$ cat src/pkg/upac_pkg.sv
// Constants and types for the port Active-mode controller.
// Assumes a single 125 MHz clock domain and compile before all logic files.
package upac_pkg;

  // ----------------------------------------------------------------
  // Mode codes, bit order {modeSelectA, modeSelectB, emulationEnable}
  // ----------------------------------------------------------------
  localparam logic [2:0] CODE_DCE_A = 3'h0;
  localparam logic [2:0] CODE_PASS_A = 3'h1;
  localparam logic [2:0] CODE_PASS_B = 3'h2;
  localparam logic [2:0] CODE_DCP = 3'h3;
  localparam logic [2:0] CODE_SDP = 3'h4;
  localparam logic [2:0] CODE_DCE_B = 3'h5;
  localparam logic [2:0] CODE_PASS_C = 3'h6;
  localparam logic [2:0] CODE_CDP = 3'h7;

  // ----------------------------------------------------------------
  // Timing
  // ----------------------------------------------------------------
  localparam int CLK_MHZ = 125;
  localparam int RESP_TIME_MS = 20;
  localparam int RESP_CYC = RESP_TIME_MS * 1000 * CLK_MHZ;
  localparam int DISCH_CYC = 64;
  localparam int EMU_TIMEOUT_CYC = 256;
  localparam int CNT_W = 16;
  localparam int RESP_CNT_W = 22;

  // ----------------------------------------------------------------
  // Types and reset values
  // ----------------------------------------------------------------
  typedef enum logic [2:0] {MODE_PASS, MODE_SDP, MODE_CDP, MODE_DCP, MODE_DCE} upac_mode_t;
  typedef enum logic [2:0] {ST_IDLE, ST_DISCH, ST_CHECK, ST_RUN, ST_DCE_WAIT, ST_ERROR} upac_seq_t;
  localparam upac_mode_t MODE_RST = MODE_PASS;
  localparam upac_seq_t SEQ_RST = ST_IDLE;
  localparam logic [CNT_W-1:0] CNT_RST = 16'h0000;

endpackage

$ cat src/logic/upac_sync.sv
// Two-flop synchroniser bank for asynchronous pins.
// Assumes sys_clk domain; clkEn freezes both stages.
module upac_sync #(
  parameter int Width = 1
) (
  input wire logic sys_clk, // System clock
  input wire logic sys_rst, // Sync reset, active high
  input wire logic clkEn, // Clock enable
  input wire logic [Width-1:0] asyncIn, // Raw pins
  output logic [Width-1:0] syncOut // Synchronised levels
);

  // ----------------------------------------------------------------
  // One pair of flops per bit
  // ----------------------------------------------------------------
  genvar i;
  generate
    for (i = 0; i < Width; i++) begin : gBit
      logic meta;
      always_ff @(posedge sys_clk) begin
        if (sys_rst) begin
          meta <= 1'b0;
          syncOut[i] <= 1'b0;
        end else if (clkEn) begin
          meta <= asyncIn[i];
          syncOut[i] <= meta;
        end
      end
    end
  endgenerate

endmodule

$ cat src/logic/upac_active_ctrl.sv
// Active-mode sequencer of a USB port power controller.
// Assumes analog comparators and switches outside; all pin inputs are asynchronous.
//
// Summary of operation
// RL1 - Decode mode pins into standard, emulation cycle, charging-downstream or dedicated modes.
// RL2 - Patterns 010 and 110 are pass-through, kept even with power enable low.
// RL3 - Host raises power enable before changing mode pins to leave pass-through.
// RL4 - Pass-through closes data switch, trip limiting, no profile, until mode changes.
// RL5 - Entering pass-through never discharges VBUS.
// RL6 - Standard-port mode equals pass-through preceded by a VBUS discharge.
// RL7 - Standard-port entry discharges, closes switch, trip limit; held until inputs change.
// RL8 - Changing between standard, dedicated, downstream modes cycles VBUS.
// RL9 - Downstream entry discharges VBUS, closes switch, then applies handshake profile.
// RL10 - Downstream mode keeps constant-current limit and profile even if handshake fails.
// RL11 - Downstream handshake runs with data switch closed after VBUS applied.
// RL12 - D+ in primary window makes block drive 0.6 V on D- within 20 ms.
// RL13 - D+ back to zero makes block release D- within 20 ms.
// RL14 - Secondary detection on D- needs no action; D+ stays zero.
// RL15 - Downstream mode answers renegotiation requests from the attached device.
// RL16 - Power-only load gives no removal; power toggle or mode change forces removal.
// RL17 - Dedicated mode discharges, applies short, disables timeout and draw requirement.
// RL18 - Dedicated profile inside emulation cycle enables timeout and draw requirement.
// RL19 - Charging after dedicated profile keeps short, switch open, constant-current limit.
// RL20 - Dedicated profile applies VBUS and short resistor, nothing else on D+/D-.
// RL21 - Host sets detect select low for plain switch use or compliance testing.
// RL22 - After each discharge check VBUS low, else flag error and enter error state.
// RL23 - Charging modes use constant-current when limit is at most 1.5 A.
// RL24 - Synchronise mode and power pins; any decoded mode change reruns entry.
module upac_active_ctrl #(
  parameter int DischCyc = upac_pkg::DISCH_CYC,
  parameter int EmuTimeoutCyc = upac_pkg::EMU_TIMEOUT_CYC,
  parameter int RespLimitCyc = upac_pkg::RESP_CYC
) (
  input wire logic sys_clk, // System clock, 125 MHz
  input wire logic sys_rst, // Sync reset, active high
  input wire logic clkEn, // Clock enable, freezes all state
  input wire logic modeSelectA, // Mode pin A
  input wire logic modeSelectB, // Mode pin B
  input wire logic emulationEnableInput, // Emulation enable pin
  input wire logic portPowerEnable, // Port power enable pin
  input wire logic detectFeatureSelect, // Attach/removal detection on
  input wire logic dplusPrimary, // D+ within 0.4..0.8 V comparator
  input wire logic dplusLow, // D+ at logic zero comparator
  input wire logic vbusBelowTest, // VBUS below test level comparator
  input wire logic chargeCurrentDrawn, // Load draws charge current
  input wire logic currentLimitSettingLow, // Current limit at most 1.5 A
  output logic portSwitchOn, // Port power switch closed
  output logic vbusDischarge, // VBUS discharge resistor on
  output logic hsSwitchClosed, // High-speed data switch closed
  output logic ccLimitMode, // 1 constant-current, 0 trip
  output logic dminusDrive, // Drive 0.6 V on D-
  output logic dcpShortResistor, // Short resistor D+ to D-
  output logic emuTimeoutEnable, // Emulation timeout active
  output logic currentDrawRequired, // Current draw required
  output logic dischargeError, // Discharge error, error state
  output logic dcpDetected, // Dedicated profile accepted in cycle
  output logic cdpHandshakeDone, // Primary handshake completed
  output logic removalEvent, // One-cycle removal and re-arm pulse
  output logic [2:0] activeMode // Current decoded mode
);

  // ----------------------------------------------------------------
  // Input synchronisers
  // ----------------------------------------------------------------
  logic [9:0] rawIn;
  logic [9:0] syncIn;
  logic selA, selB, emEn, pwrEn, detEn, dpPrim, dpLow, vbusLow, charging, limLow;

  assign rawIn = {modeSelectA, modeSelectB, emulationEnableInput, portPowerEnable,
                  detectFeatureSelect, dplusPrimary, dplusLow, vbusBelowTest,
                  chargeCurrentDrawn, currentLimitSettingLow};

  upac_sync #(.Width(10)) uSync (
    .sys_clk(sys_clk),
    .sys_rst(sys_rst),
    .clkEn(clkEn),
    .asyncIn(rawIn),
    .syncOut(syncIn)
  ); // [RL24]

  assign {selA, selB, emEn, pwrEn, detEn, dpPrim, dpLow, vbusLow, charging, limLow} = syncIn;

  // ----------------------------------------------------------------
  // Mode decode
  // ----------------------------------------------------------------
  upac_pkg::upac_mode_t modeDec;

  always_comb begin
    case ({selA, selB, emEn})
      upac_pkg::CODE_SDP: modeDec = upac_pkg::MODE_SDP; // [RL1]
      upac_pkg::CODE_DCE_A, upac_pkg::CODE_DCE_B: modeDec = upac_pkg::MODE_DCE; // [RL1]
      upac_pkg::CODE_CDP: modeDec = upac_pkg::MODE_CDP; // [RL1]
      upac_pkg::CODE_DCP: modeDec = upac_pkg::MODE_DCP; // [RL1]
      upac_pkg::CODE_PASS_B, upac_pkg::CODE_PASS_C: modeDec = upac_pkg::MODE_PASS; // [RL2]
      default: modeDec = upac_pkg::MODE_PASS;
    endcase
  end

  // ----------------------------------------------------------------
  // Entry detection
  // ----------------------------------------------------------------
  upac_pkg::upac_mode_t curMode_r;
  upac_pkg::upac_seq_t seq_r;
  logic [upac_pkg::CNT_W-1:0] cnt_r;
  logic modeKnown_r;
  logic pwrEnD_r;
  logic [1:0] syncFill_r;
  logic syncValid;
  logic modeChange, pwrRise, pwrFall, reEntry, curPass;

  // Synchroniser zeros after reset decode as a mode; wait until real pins arrive
  assign syncValid = syncFill_r[1];
  assign modeChange = !modeKnown_r || (modeDec != curMode_r); // [RL24]
  assign pwrRise = pwrEn && !pwrEnD_r;
  assign pwrFall = !pwrEn && pwrEnD_r;
  // Power rise re-enters a powered mode, so VBUS is cycled again
  assign reEntry = syncValid
                   && (modeChange || (pwrRise && modeDec != upac_pkg::MODE_PASS)); // [RL7] [RL8]
  assign curPass = (curMode_r == upac_pkg::MODE_PASS);

  always_ff @(posedge sys_clk) begin
    if (sys_rst) begin
      curMode_r <= upac_pkg::MODE_RST;
      modeKnown_r <= 1'b0;
      pwrEnD_r <= 1'b0;
      syncFill_r <= 2'h0;
    end else if (clkEn) begin
      curMode_r <= modeDec;
      modeKnown_r <= syncValid;
      pwrEnD_r <= pwrEn;
      syncFill_r <= {syncFill_r[0], 1'b1};
    end
  end

  // ----------------------------------------------------------------
  // Entry sequencer
  // ----------------------------------------------------------------
  always_ff @(posedge sys_clk) begin
    if (sys_rst) begin
      seq_r <= upac_pkg::SEQ_RST;
      cnt_r <= upac_pkg::CNT_RST;
    end else if (clkEn) begin
      if (reEntry) begin
        cnt_r <= upac_pkg::CNT_RST;
        if (modeDec == upac_pkg::MODE_PASS) begin
          seq_r <= upac_pkg::ST_RUN; // [RL5] [RL4]
        end else begin
          seq_r <= upac_pkg::ST_DISCH; // [RL6] [RL9] [RL17] [RL8]
        end
      end else if (pwrFall && !curPass) begin
        // Pass-through alone survives power enable going low
        seq_r <= upac_pkg::ST_IDLE; // [RL2]
      end else begin
        case (seq_r)
          upac_pkg::ST_DISCH: begin
            if (cnt_r == upac_pkg::CNT_W'(DischCyc - 1)) begin
              seq_r <= upac_pkg::ST_CHECK;
            end else begin
              cnt_r <= cnt_r + 1'b1;
            end
          end
          upac_pkg::ST_CHECK: begin
            cnt_r <= upac_pkg::CNT_RST;
            if (!vbusLow) begin
              seq_r <= upac_pkg::ST_ERROR; // [RL22]
            end else if (curMode_r == upac_pkg::MODE_DCE) begin
              seq_r <= upac_pkg::ST_DCE_WAIT; // [RL18]
            end else begin
              seq_r <= upac_pkg::ST_RUN;
            end
          end
          upac_pkg::ST_DCE_WAIT: begin
            if (charging) begin
              seq_r <= upac_pkg::ST_RUN; // [RL19]
            end else if (cnt_r == upac_pkg::CNT_W'(EmuTimeoutCyc - 1)) begin
              // No draw: emulation reset and retry while power stays enabled
              cnt_r <= upac_pkg::CNT_RST;
              seq_r <= pwrEn ? upac_pkg::ST_DISCH : upac_pkg::ST_IDLE; // [RL18]
            end else begin
              cnt_r <= cnt_r + 1'b1;
            end
          end
          upac_pkg::ST_IDLE, upac_pkg::ST_RUN, upac_pkg::ST_ERROR: seq_r <= seq_r;
          default: seq_r <= upac_pkg::SEQ_RST;
        endcase
      end
    end
  end

  // ----------------------------------------------------------------
  // Port outputs
  // ----------------------------------------------------------------
  logic running, profileOn, chargeMode;
  logic portSwitch_nxt, hsSwitch_nxt, ccLimit_nxt, dcpShort_nxt, emuTimeout_nxt;

  assign running = (seq_r == upac_pkg::ST_RUN);
  assign profileOn = running || (seq_r == upac_pkg::ST_DCE_WAIT);
  assign chargeMode = (curMode_r == upac_pkg::MODE_CDP) || (curMode_r == upac_pkg::MODE_DCP)
                      || (curMode_r == upac_pkg::MODE_DCE);

  always_comb begin
    portSwitch_nxt = profileOn && (pwrEn || curPass); // [RL2] [RL20]
    hsSwitch_nxt = running && (curPass || curMode_r == upac_pkg::MODE_SDP
                   || curMode_r == upac_pkg::MODE_CDP); // [RL4] [RL7] [RL11]
    ccLimit_nxt = profileOn && chargeMode && limLow; // [RL23] [RL10] [RL19]
    dcpShort_nxt = profileOn && (curMode_r == upac_pkg::MODE_DCP
                   || curMode_r == upac_pkg::MODE_DCE); // [RL20] [RL19]
    emuTimeout_nxt = (curMode_r == upac_pkg::MODE_DCE); // [RL17] [RL18]
  end

  always_ff @(posedge sys_clk) begin
    if (sys_rst) begin
      portSwitchOn <= 1'b0;
      vbusDischarge <= 1'b0;
      hsSwitchClosed <= 1'b0;
      ccLimitMode <= 1'b0;
      dcpShortResistor <= 1'b0;
      emuTimeoutEnable <= 1'b0;
      currentDrawRequired <= 1'b0;
      dischargeError <= 1'b0;
      activeMode <= 3'h0;
    end else if (clkEn) begin
      portSwitchOn <= portSwitch_nxt;
      vbusDischarge <= (seq_r == upac_pkg::ST_DISCH);
      hsSwitchClosed <= hsSwitch_nxt;
      ccLimitMode <= ccLimit_nxt;
      dcpShortResistor <= dcpShort_nxt;
      emuTimeoutEnable <= emuTimeout_nxt;
      currentDrawRequired <= emuTimeout_nxt;
      dischargeError <= (seq_r == upac_pkg::ST_ERROR); // [RL22]
      activeMode <= curMode_r;
    end
  end

  // ----------------------------------------------------------------
  // Downstream-port handshake
  // ----------------------------------------------------------------
  logic cdpActive;
  assign cdpActive = running && (curMode_r == upac_pkg::MODE_CDP) && !reEntry;

  // Stays armed after completion, so renegotiation is answered the same way
  always_ff @(posedge sys_clk) begin
    if (sys_rst) begin
      dminusDrive <= 1'b0;
      cdpHandshakeDone <= 1'b0;
    end else if (clkEn) begin
      if (!cdpActive) begin
        dminusDrive <= 1'b0;
        cdpHandshakeDone <= 1'b0;
      end else if (dpPrim) begin
        dminusDrive <= 1'b1; // [RL12] [RL15]
      end else if (dpLow && dminusDrive) begin
        // D- secondary drive from the load is ignored; D+ is never driven
        dminusDrive <= 1'b0; // [RL13] [RL14]
        cdpHandshakeDone <= 1'b1;
      end
    end
  end

  // ----------------------------------------------------------------
  // Accept flag and removal pulse
  // ----------------------------------------------------------------
  always_ff @(posedge sys_clk) begin
    if (sys_rst) begin
      dcpDetected <= 1'b0;
    end else if (clkEn) begin
      if (reEntry) begin
        dcpDetected <= 1'b0;
      end else if (seq_r == upac_pkg::ST_DCE_WAIT && charging) begin
        dcpDetected <= 1'b1; // [RL19]
      end
    end
  end

  // A silent power-only load never raises this; only host action forces it
  always_ff @(posedge sys_clk) begin
    if (sys_rst) begin
      removalEvent <= 1'b0;
    end else if (clkEn) begin
      removalEvent <= detEn && modeKnown_r && curMode_r == upac_pkg::MODE_CDP
                      && (modeChange || pwrRise || pwrFall); // [RL16]
    end
  end

  // ----------------------------------------------------------------
  // Checks
  // ----------------------------------------------------------------
  logic [upac_pkg::RESP_CNT_W-1:0] respCnt_r;

  always_ff @(posedge sys_clk) begin
    if (sys_rst) begin
      respCnt_r <= '0;
    end else if (clkEn) begin
      if (cdpActive && dpPrim && !dminusDrive) begin
        respCnt_r <= respCnt_r + 1'b1;
      end else begin
        respCnt_r <= '0;
      end
    end
  end
endmodule

$ cat config.mk
export PLATFORM = sky130hd
export DESIGN_NAME = upac_active_ctrl
export DESIGN_NICKNAME = d
export VERILOG_FILES = /design/src/pkg/upac_pkg.sv /design/src/logic/upac_sync.sv /design/src/logic/upac_active_ctrl.sv
export SDC_FILE = /design/constraint.sdc
export NUM_CORES = 1
export LEC_CHECK = 0
export BUFFER_PORTS_ARGS = -buffer_cell sky130_fd_sc_hd__buf_2
export CAP_MARGIN = 10
export CORE_AREA = 2 2 75 77
export DETAILED_ROUTE_END_ITERATION = 8
export DIE_AREA = 0 0 77 79
export GPL_ROUTABILITY_DRIVEN = 0
export GPL_TIMING_DRIVEN = 0
export HOLD_SLACK_MARGIN = 0.1
export MAX_ROUTING_LAYER = met4
export PLACE_DENSITY = 0.73
export SYNTH_ARGS = -nofsm -noshare
export SYNTH_HDL_FRONTEND = slang
export SYNTH_SLANG_ARGS = --single-unit
$ cat constraint.sdc
create_clock -name sys_clk -period 2.5 [get_ports sys_clk]
set_input_delay 0.125 -clock sys_clk [delete_from_list [all_inputs] [get_ports sys_clk]]
set_output_delay 0.125 -clock sys_clk [all_outputs]
set_load 0.02 [all_outputs]
======== Word-level counts from Yosys, hierarchy flattened ========
Cells that the tools add are included.
word-level totals
  bits in registers ....................... 60
  output and inout bits ................... 15
  logic and storage cells ................. 136
cells by class
  reductions and logical operators ........ 47
  multiplexer cells ....................... 25
  add/subtract/negate cells ............... 1
  eq/ne operators ......................... 25
operators by type and width
  cell                                                    number
  two-way mux 16 bit                                      5
  one-hot mux 16 bit (3 select lines)                     1
  one-hot mux 3 bit (4 select lines)                      2
  two-way mux 3 bit                                       7
  equality test 3 bit (second input constant)             6
  logical AND 1 bit                                       17
  adder 16 x 1 -> 16 bit (second input constant)          1
  equality test 16 x 6 -> 1 bit (second input constant)   1
  equality test 16 x 8 -> 1 bit (second input constant)   1
  equality test 3 x 2 -> 1 bit (second input constant)    5
  logical NOT 3 bit                                       4
  logical OR 1 bit                                        11
  two-way mux 1 bit                                       9
  inequality test 3 bit (second input constant)           3
  equality test 3 x 1 -> 1 bit (second input constant)    2
  logical NOT 1 bit                                       5
  inequality test 5 x 4 -> 1 bit (second input constant)  1
  AND reduction 5 bit                                     1
  inequality test 2 bit (second input constant)           2
  inequality test 4 bit (second input constant)           1
  AND reduction 2 bit                                     2
  AND reduction 4 bit                                     1
  nonzero test 4 bit                                      1
  inequality test 3 x 1 -> 1 bit (second input constant)  1
  8 further kinds                                         8

======== Logic depth before layout (Yosys ltp) ========
Gate-level depths: netlist (run 1).
  word-level depth ........................ 11
  gate-level depth with buffers ........... 9
  gate-level depth less buffers ........... 8

======== Modules after synthesis ========
A second synthesis (run 1) with hierarchy kept.
second synthesis, totals
  cells, all modules ...................... 329
  area, all modules ....................... 2917.8 µm²
by module, submodules not included
  module            area each (µm²)  times used  cells each
  upac_active_ctrl  2212.1           1           265
  upac_sync         705.7            1           64

======== Least setup slack after synthesis (run 1) ========
OpenSTA, ideal clock, no wires.
  path type ............................... register to register
  start ................................... reg cnt_r[11] (netlist name)
  end ..................................... reg cnt_r[10] (netlist name)
  library setup time ...................... 115 ps
  arrival ................................. 1933 ps
  setup slack ............................. 452 ps
  stages on the path, launching flop included .. 9
  period minus slack after synthesis ...... 2048 ps
  data required time ...................... 2385 ps
  cell sequence ........................... dfxtp_1 or4_1 nor2_1 nand4_1 o2111a_1 nor2_4 buf_2 nor3_1 o21ba_2
on the way
  cells in the longest elaborated chain, start to end .. 6
ends and longest elaborated chain
  item                                 RTL line                 text
  start: declaration                   upac_active_ctrl.sv:104  logic [upac_pkg::CNT_W-1:0] cnt_r;
  start signal: assignment             upac_active_ctrl.sv:141  cnt_r <= upac_pkg::CNT_RST;
  start signal: assignment             upac_active_ctrl.sv:144  cnt_r <= upac_pkg::CNT_RST;
  start signal: assignment             upac_active_ctrl.sv:159  cnt_r <= cnt_r + 1'b1;
  equality test 16 x 8 -> 1 bit        upac_active_ctrl.sv:175  end else if (cnt_r == upac_pkg::CNT_W'(EmuTimeoutCyc - 1)) begin
  two-way mux 16 bit                   upac_active_ctrl.sv:175
  two-way mux 16 bit                   upac_active_ctrl.sv:173  if (charging) begin
  one-hot mux 16 bit (3 select lines)  upac_active_ctrl.sv:154  case (seq_r)
  two-way mux 16 bit                   upac_active_ctrl.sv:150  end else if (pwrFall && !curPass) begin
  two-way mux 16 bit                   upac_active_ctrl.sv:143  if (reEntry) begin
Several ways; a longest one is shown, not always the timed one. The select of a mux whose other input is x is not followed.
A chain may end at the register's enable or synchronous reset.

======== Worst setup path after layout (run 1) ========
  start ................................... reg uSync.syncOut[9]
  end ..................................... reg cnt_r[15] (netlist name)
on the way
  cells in the longest elaborated chain, start to end .. 9
ends and longest elaborated chain
  item                                                         RTL line                                          text
  start: declaration                                           upac_sync.sv:10                                   output logic [Width-1:0] syncOut
  start signal: indexed assignment                             upac_sync.sv:26                                   syncOut[i] <= meta;
  equality test 3 bit or logical NOT 3 bit (tied branches)     upac_active_ctrl.sv:89                            case ({selA, selB, emEn})
  OR reduction 2 bit                                           upac_active_ctrl.sv:89
  one-hot mux 3 bit (4 select lines) *                         upac_active_ctrl.sv:89
  inequality test 3 bit or nonzero test 3 bit (tied branches)  upac_active_ctrl.sv:113, upac_active_ctrl.sv:118
  logical OR 1 bit or logical AND 1 bit (tied branches)        upac_active_ctrl.sv:113, upac_active_ctrl.sv:118
  logical OR 1 bit *                                           upac_active_ctrl.sv:118                           && (modeChange || (pwrRise && modeDec != upac_pkg::MODE_PASS));
  logical AND 1 bit *                                          upac_active_ctrl.sv:118
  inequality test 3 bit (no line) (tied with other cells)      n/a
  AND reduction 5 bit (no line)                                n/a
Mark *: on every way between the ends. The rest lies on a longest branch, timed or not.

==> flow_results.org, run 1 <==
** Status
- The run finished with clean final reports.

** STA
- For the pin with the worst max-slew slack, the measured transition is 0.785 ns.
- Final Critical Period :: 2.34 ns
- Slew margin rel. :: 0.475
- Across all hold checks on the routed design, the worst slack comes to 0.186 ns.
- Setup violations remaining at the end of the flow were counted as 0.
- Final sum of negative setup slack :: 0 ns
- Final-report max-slew violation count :: 0
- The number of hold violations in the final report came to 0.
- Static timing analysis puts the maximum clock frequency at 0.427 GHz.
- The clock arrives with 0.00750 ns of skew.
- Period utilisation layout :: 0.936
- Setup repair after global routing left no endpoint under its margin.

** Drt
- After detailed routing, the number of remaining DRC violations is 0.
- Post-DR vias/cell :: 5.61
- Average wire per standard cell :: 14.3 um
- The final route contains 2476 vias.
- Wires add up to 6320 um.
- Routed Antenna Nets :: 0
- The first routing iteration left 160 violations.
- Drt pass-1 iters :: 4

** Cells and area
- Relative to the synthesized area, the layout overhead comes to 17.6%.
- The net count of the finished layout is 378.
- The number of antenna diodes in the final layout is 0.
- Count of fill cells added during filler insertion :: 517
- Ratio of cells with drive above 1 in the final layout :: 0.154

** Global route
- Total GRT Usage :: 0.232
- Number of antenna violations at the first check in global routing :: 0
- The first global-routing pass estimated 10900 um of wire.
- Pin count of the biggest net entering global routing :: 11
- The total overflow left after global routing is 0.
- Via count of the first global-routing pass :: 2311

** Setup path
- WP data required :: 2.76 ns
- Delay of the slowest cell on the worst path :: 0.51 ns
- Internal reg-to-reg setup slack :: 0.16 ns
- Endpoint kind of the worst setup timing path :: register
- Number of cells on the worst reg-to-reg path :: 7
- Following the worst setup path forward leads to its endpoint at cnt_r[15].
- Walking the worst path, the cells encountered are nand2b_1, a211oi_1, o311a_4, a21oi_4, nor2_4, or4_1, a21oi_1.
- STA classifies the critical path startpoint as a register.
- The most critical setup path has its startpoint at uSync.syncOut[9].
- The number of buffers and inverters on the critical path is 0.
- Slowest-stage cell, CP :: sky130_fd_sc_hd__or4_1
- Along the worst path, the maximum fanout reaches 8.
- Critical Path AT :: 2.60 ns
- Depth of the critical timing path with buffers and inverters included :: 7
- Crit Path Category :: register to register
- In this design, the largest share of critical-path delay is due to compound AO/OA/AOI/OAI gates.
- Launching point of the worst reg2reg path :: uSync.syncOut[9]
- In this run the critical register-to-register path is captured at cnt_r[15].

** Placed design
- Post-detail-place hpwl :: 4350 um
- Total of buffers placed on input and output ports :: 26

** Yosys
- By instance count, the leading cell after synthesis is sky130_fd_sc_hd__dfxtp_1.
- Cell type contributing the most total cell area after synthesis :: sky130_fd_sc_hd__dfxtp_1
- By area the synthesized netlist is led by sky130_fd_sc_hd__dfxtp_1 (43%), sky130_fd_sc_hd__mux2i_1 (10%), sky130_fd_sc_hd__nor2_1 (5.9%).
- In this run, synthesis inferred 0 flip-flops with an integrated enable.
- The most used flip-flop cell after synthesis is sky130_fd_sc_hd__dfxtp_1.
- Commonest cells in the synthesized netlist :: sky130_fd_sc_hd__dfxtp_1 (60), sky130_fd_sc_hd__nor2_1 (44), sky130_fd_sc_hd__mux2i_1 (28)
- Synthesis produced a netlist with a net count of 332.
- Yosys warns :: 0
- After technology mapping, the gate count stands at 318.
- Share of synthesized area occupied by flip-flops and latches :: 0.432
- Counting flops with an async set or reset pin after synthesis yields a share of 0.
- In this run, synthesis produced a sequential element count of 60.
- Cell area after synthesis :: 0.00278 mm2
- The share of synthesized area in the top cell type comes to 0.432.
- Number of distinct library cells after synthesis :: 50
- Mean instance size in the synthesized netlist :: 8.74 um2

** Pwr
- VDD sags by at most 0.422 mV.
- In this run the static leakage power is 0.00129 uW.
- Power density of the placed cells :: 619 mW/mm2

** Clock tree
- Cell at the root of the clock tree :: sky130_fd_sc_hd__clkbuf_8
- Clock-pin slew was measured on the worst setup and hold paths at 0.07 ns.
- Skew-Pair Late Insertion Delay :: 0.33 ns
- Inserted Clock Buffers :: 9
- The longest clock path from root to sink contains 2 buffers.
- The clock net in this run drives a total of 60 sinks.
- Number of buffers inserted to repair setup after CTS :: 0
- The H-tree was split into 3 levels.
- CTS tree :: yes

** Floorplan
- Number of placement rows :: 27
- For this design the top-level I/O count stands at 28.
- The core region is 0.00534 mm2.
- The die covers 0.00608 mm2.
- Measured along the x axis, the die boundary spans 77 um.
- In this run the vertical extent of the chip is 79 um.
- The initial utilization of the core area, before any placement, comes to 0.521.

** Flow run
- Max-cap violations in this run came to 0.

** Worst hold path
- Type of the tightest min-delay check :: input port to register
where the power goes:
group	leakage, uW	switching, uW	internal [uW]
clock network	0.0000868	368	354
registers	0.000488	26.7	992
logic	0.000716	170	110
tightest hold or removal path: stages:
cell and delay [ns]:
sky130_fd_sc_hd__buf_2 0.14, sky130_fd_sc_hd__nand2_1 0.12, sky130_fd_sc_hd__a21oi_1 0.08
layout make-up:
type                       instances  area [um2]  share of cell area
multi-input combinational        230        1470               0.449
sequential                        60        1200               0.368
timing repair buffer              36         230              0.0704
clock buffer                      11         131              0.0402
buffer                            20        91.3              0.0279
tap                               72        90.1              0.0276
clock inverter                     5        28.8             0.00881
inverter                           7        26.3             0.00804
cell families (layout without fill, tap and decap cells):
kind of cell	count (synthesis)	in the layout	share of synthesized area
simple gates	120	120	0.216
flops	60	60	0.432
xor+xnor	8	8	0.0252
buf+inv	28	79	0.0428
fa+ha+maj	1	1	0.00450
mux	28	28	0.101
compound gates	73	73	0.178
repair_timing:
action,in CTS,in global routing
setup endpoints to repair,0,13
endpoints found under the hold margin,10,0
hold buffers,10,0
gates resized for setup,0,3
routing by layer:
layer	vias to the layer above	global-route usage	wire, um
met2	63	0.354	2840
li1	1234	-	-
met3	13	0.0409	300
met1	1166	0.309	3040
met5	-	-	0
met4	0	0.0946	130
cells in the final DEF, fill, tap and decap left out, types with 4 or more instances in the layout:
cell / synthesis / layout
sky130_fd_sc_hd__nor3_1: 9 / 9
sky130_fd_sc_hd__and3_1: 5 / 5
sky130_fd_sc_hd__clkbuf_8: 0 / 9
sky130_fd_sc_hd__o211ai_1: 4 / 4
sky130_fd_sc_hd__clkinv_2: 0 / 4
sky130_fd_sc_hd__clkbuf_1: 13 / 14
sky130_fd_sc_hd__nand2_1: 14 / 14
sky130_fd_sc_hd__inv_1: 7 / 7
sky130_fd_sc_hd__o21ai_0: 13 / 13
sky130_fd_sc_hd__or3_1: 9 / 9
sky130_fd_sc_hd__or4_1: 5 / 5
sky130_fd_sc_hd__xor2_1: 5 / 5
sky130_fd_sc_hd__nor2_1: 44 / 43
sky130_fd_sc_hd__mux2i_1: 28 / 28
sky130_fd_sc_hd__buf_2: 5 / 30
sky130_fd_sc_hd__nand4_1: 6 / 6
sky130_fd_sc_hd__dfxtp_1: 60 / 60
sky130_fd_sc_hd__nor2b_1: 4 / 4
sky130_fd_sc_hd__a211oi_1: 5 / 5
sky130_fd_sc_hd__nand3_1: 11 / 11
sky130_fd_sc_hd__nand2b_1: 5 / 5
sky130_fd_sc_hd__dlygate4sd3_1: 0 / 10
sky130_fd_sc_hd__a21oi_1: 27 / 27
through the flow:
stage               area, um2  total power (uW)  setup slack (ns)   util  std cells
floorplan                2780              1230             0.452      -        318
global placement         3000              1290            0.0806  0.562        416
detailed placement       3000              1300            0.0439  0.562        416
CTS                      3260              2030            0.0437  0.611        442
global route             3270              2130           0.00717  0.612        441
finish                   3270              2020             0.159  0.612        441
state kept, by name (all words and copies together) (netlist names), 2 cells and up:
name	flops
activeMode	3
cnt_r	16
curMode_r	3
seq_r	3
syncFill_r	2
uSync.gBit.meta	10
uSync.syncOut	10
how the worst min path moves through the flow:
stage | slack (ns) | endpoint | cells after the start | start
after detailed placement | 0.37 | uSync.gBit[3].meta | 3 | dplusLow
after CTS | 0.17 | modeKnown_r | 3 | clkEn
after global placement | 0.36 | uSync.gBit[7].meta | 3 | emulationEnableInput
final | 0.19 | modeKnown_r | 3 | clkEn
after floorplan | 0.27 | uSync.gBit[0].meta | 2 | currentLimitSettingLow
after global routing | 0.18 | modeKnown_r | 3 | clkEn
No activity file was read; power rests on OpenSTA's default activity.
==> run 2: changes to the inputs <==
--- a/config.mk
+++ b/config.mk
@@ -8,12 +8,10 @@
 export BUFFER_PORTS_ARGS = -buffer_cell sky130_fd_sc_hd__buf_2
 export CAP_MARGIN = 10
-export CORE_AREA = 2 2 75 77
+export CORE_AREA = 2 2 93 95
 export DETAILED_ROUTE_END_ITERATION = 8
-export DIE_AREA = 0 0 77 79
+export DIE_AREA = 0 0 95 97
 export GPL_ROUTABILITY_DRIVEN = 0
 export GPL_TIMING_DRIVEN = 0
-export HOLD_SLACK_MARGIN = 0.1
 export MAX_ROUTING_LAYER = met4
-export PLACE_DENSITY = 0.73
 export SYNTH_ARGS = -nofsm -noshare
 export SYNTH_HDL_FRONTEND = slang
==> constraint.sdc (replaced) <==
create_clock -name sys_clk -period 2.5 [get_ports sys_clk]
set_input_delay 0.125 -clock sys_clk [delete_from_list [all_inputs] [get_ports sys_clk]]
set_output_delay 0.125 -clock sys_clk [all_outputs]
set_load 0.005 [all_outputs]
==> flow_results.org, run 2 (synthesized netlist as in run 1, its figures left out) <==
** Setup path
- Endpoint kind of the worst setup timing path :: register
- The arrival time of the worst setup path is 2.58 ns (-0.02 ns).
- Delay of the slowest cell on the worst path :: 0.44 ns (-0.07 ns)
- WP data required :: 2.72 ns (-0.04 ns)
- Largest fanout on the critical path :: 10 (+2)
- The slowest stage of the critical path belongs to the cell sky130_fd_sc_hd__dfxtp_1.
- The critical path is of the register to register type.
- WP buf/inv :: 1 (+1)
- The critical path goes through nand2b_1, a211oi_1, o311a_4, a21oi_4, nor2_4, o21bai_2, buf_2, nor2_1.
- Startpoint class of the critical path :: register
- Top delay family on crit path :: compound AO/OA/AOI/OAI gates

** Cells and area
- The multi-input combinational cell area came to 0.00146 mm2 (-0.43%).
- The number of inserted diodes was 0 (unchanged).
- Ratio of cells with drive above 1 in the final layout :: 0.167 (+0.0127)
- The finished layout cell area came to 0.00328 mm2 (+0.31%).
- The final net count is 368 (-2.6%).
- The largest registers in the layout are cnt_r: 16 flops, uSync.gBit.meta: 10 flops, uSync.syncOut: 10 flops.
- Count of fill cells added during filler insertion :: 825 (+60%)
- Leaving out fill and tap cells, the most frequent cell in the layout is sky130_fd_sc_hd__dfxtp_1.
- Flip-flop count of the largest register after layout :: 16 (unchanged)
- The storage element area is 0.00120 mm2 (unchanged).
- The library cells used most frequently in the layout, excluding fill and tap cells, are sky130_fd_sc_hd__dfxtp_1 (60), sky130_fd_sc_hd__nor2_1 (43), sky130_fd_sc_hd__buf_2 (30).
- Relative to the synthesized area, the layout overhead comes to 18.0%.
- Largest Register :: cnt_r

** Clock tree
- The number of buffers inserted during clock tree synthesis was 9 (unchanged).
- Number of buffers between clock root and the deepest sink :: 2 (unchanged)
- H-tree levels :: 3 (unchanged)
- CTS sink cnt :: 60 (unchanged)
- The tree is rooted in a sky130_fd_sc_hd__clkbuf_8.
- CTS tree :: yes
- The clock transition at the registers of the reported paths is 0.07 ns (about the same).
- The number of buffers inserted for hold repair after clock tree synthesis was 0 (-10).
- Skew-Pair Late Insertion Delay :: 0.34 ns (about the same)

** Global route
- Total GRT Usage :: 0.159 (-0.0730)
- Global route total overflow :: 0 (unchanged)
- Pin count of the biggest net entering global routing :: 12 (+1)
- Via count of the first global-routing pass :: 2200 (-4.8%)
- The number of antenna violations at the first check in global routing was 0 (unchanged).
- First-pass GRT wire length :: 11100 um (+1.6%)

** Placed design
- Post-detail-place hpwl :: 4590 um (+5.4%)
- The placement-stage cell area was 0.00304 mm2 (+1.4%).
- The number of buffers added on ports is 26 (unchanged).

** Flow run
- Max-cap violation count :: 0 (unchanged)

** Pwr
- The leakage power of the design was 0.00127 uW (-1.3%).
- The maximum VDD drop is 0.401 mV (-5.0%).
- The ratio of total power to cell area came to 702 mW/mm2 (+13%).

** STA
- The final number of setup-violating endpoints was 0 (unchanged).
- Period utilisation layout :: 0.945 (+0.00871)
- The relative max-transition margin is 0.505 (+0.0292).
- RSZ-0062 raised after global routing :: false
- The transition time of the tightest slew-check pin was 0.742 ns (-0.0437 ns).
- Number of failing hold endpoints at the final stage :: 0 (unchanged)
- The fmax is 0.423 GHz (-0.92%).
- The minimum clock period is 2.36 ns (+0.0218 ns).
- The worst-case clock skew was 0.0125 ns (+0.00496 ns).
- Final sum of negative setup slack :: 0 ns (unchanged)
- The max-slew violation count is 0 (unchanged).

** Floorplan
- Initial standard-cell utilization of the core :: 0.342 (-0.179)
- The number of ports placed on the die boundary is 28 (unchanged).
- Die Outline Area :: 0.00922 mm2 (+51%)
- The height of the chip came to 97 um (+23%).
- Floorplan core area :: 0.00813 mm2 (+52%)
- Number of placement rows :: 33 (+22%)
- The width of the die is 95 um (+23%).

** Drt
- The detailed-router iteration count before antenna repair was 4 (unchanged).
- Overall routed net length :: 6650 um (+5.2%)
- The via count came to 2428 (-1.9%).
- The post-detailed-route count of antenna-violating nets is 0 (unchanged).
- Average wire per standard cell :: 14.3 um (about the same)
- Post-DR vias/cell :: 5.23 (-6.8%)
- The detailed router's first-iteration violation count was 136 (-15%).
- Final routed DRC violation total :: 0 (unchanged)

** Status
- The run finished with clean final reports.

** Worst hold path
- Type of the tightest min-delay check :: input port to register
[run 2: cell count changes in the layout (fill, tap and decap cells not counted)]
cell                            previous run  this run
sky130_fd_sc_hd__o21bai_4                  1         0
sky130_fd_sc_hd__o2111a_2                  0         1
sky130_fd_sc_hd__clkbuf_8                  9        11
sky130_fd_sc_hd__clkbuf_1                 14        12
sky130_fd_sc_hd__clkinv_2                  4         0
sky130_fd_sc_hd__bufinv_16                 0         2
sky130_fd_sc_hd__o21bai_2                  0         1
sky130_fd_sc_hd__clkinvlp_4                0         2
sky130_fd_sc_hd__dlygate4sd3_1            10         0
sky130_fd_sc_hd__o2111a_1                  1         0
[run 2: cell type report]
class / count / area share
buffer: 20 / 0.0279
timing repair buffer: 26 / 0.0397
sequential: 60 / 0.366
clock buffer: 11 / 0.0462
tap: 105 / 0.0401
inverter: 7 / 0.00802
clock inverter: 5 / 0.0256
multi-input combinational: 230 / 0.446
[run 2: metal layers]
layer | share of wire | wire length, um | vias up | GRT usage
li1 | - | - | 1217 | -
met3 | 0.055 | 363 | 6 | 0.0358
met2 | 0.45 | 2970 | 55 | 0.221
met1 | 0.48 | 3210 | 1150 | 0.220
met4 | 0.015 | 98 | 0 | 0.0702
met5 | 0 | 0 | - | -
[run 2: path summary, 6_finish.rpt]
path | start | to | slack, ns | depth (start not counted)
max | uSync.syncOut[9] | cnt_r[0] | 0.14 | 8
min | emulationEnableInput | uSync.gBit[7].meta | 0.01 | 3
min reg2reg | hsSwitchClosed | hsSwitchClosed | 0.46 | 2
max reg2reg | uSync.syncOut[9] | cnt_r[0] | 0.14 | 8
[run 2: through the flow]
stage | utilization | setup WS [ns] | instances | power [uW] | hold slack [ns]
after global placement | 0.374 | 0.0493 | 449 | 1290 | 0.361
after CTS | 0.403 | 0.0608 | 465 | 2320 | 0.000267
final | 0.403 | 0.138 | 464 | 2300 | 0.0139
after floorplan | - | 0.452 | 318 | 1220 | 0.272
after global routing | 0.403 | 0.00630 | 464 | 2390 | 0.00617
after detailed placement | 0.374 | 0.0607 | 449 | 1300 | 0.366
[run 2: repair_timing]
item	in CTS	in global routing
hold endpoints to repair	0	0
setup buffers	0	0
gates resized for setup	0	3
endpoints found under the setup margin	0	14
[run 2: report_power, final]
group          switching, uW  leakage [uW]  internal (uW)  total (uW)
Combinational            163      0.000673           99.4         262
Clock                    404      0.000112            617        1020
Sequential              27.4      0.000488            992        1020
[run 2: worst register-to-register path, cell delays in order (launching register included)]
cell and delay [ns]:
sky130_fd_sc_hd__dfxtp_1 0.44, sky130_fd_sc_hd__nand2b_1 0.18, sky130_fd_sc_hd__a211oi_1 0.10, sky130_fd_sc_hd__o311a_4 0.39, sky130_fd_sc_hd__a21oi_4 0.32, sky130_fd_sc_hd__nor2_4 0.12
sky130_fd_sc_hd__o21bai_2 0.31, sky130_fd_sc_hd__buf_2 0.31, sky130_fd_sc_hd__nor2_1 0.08
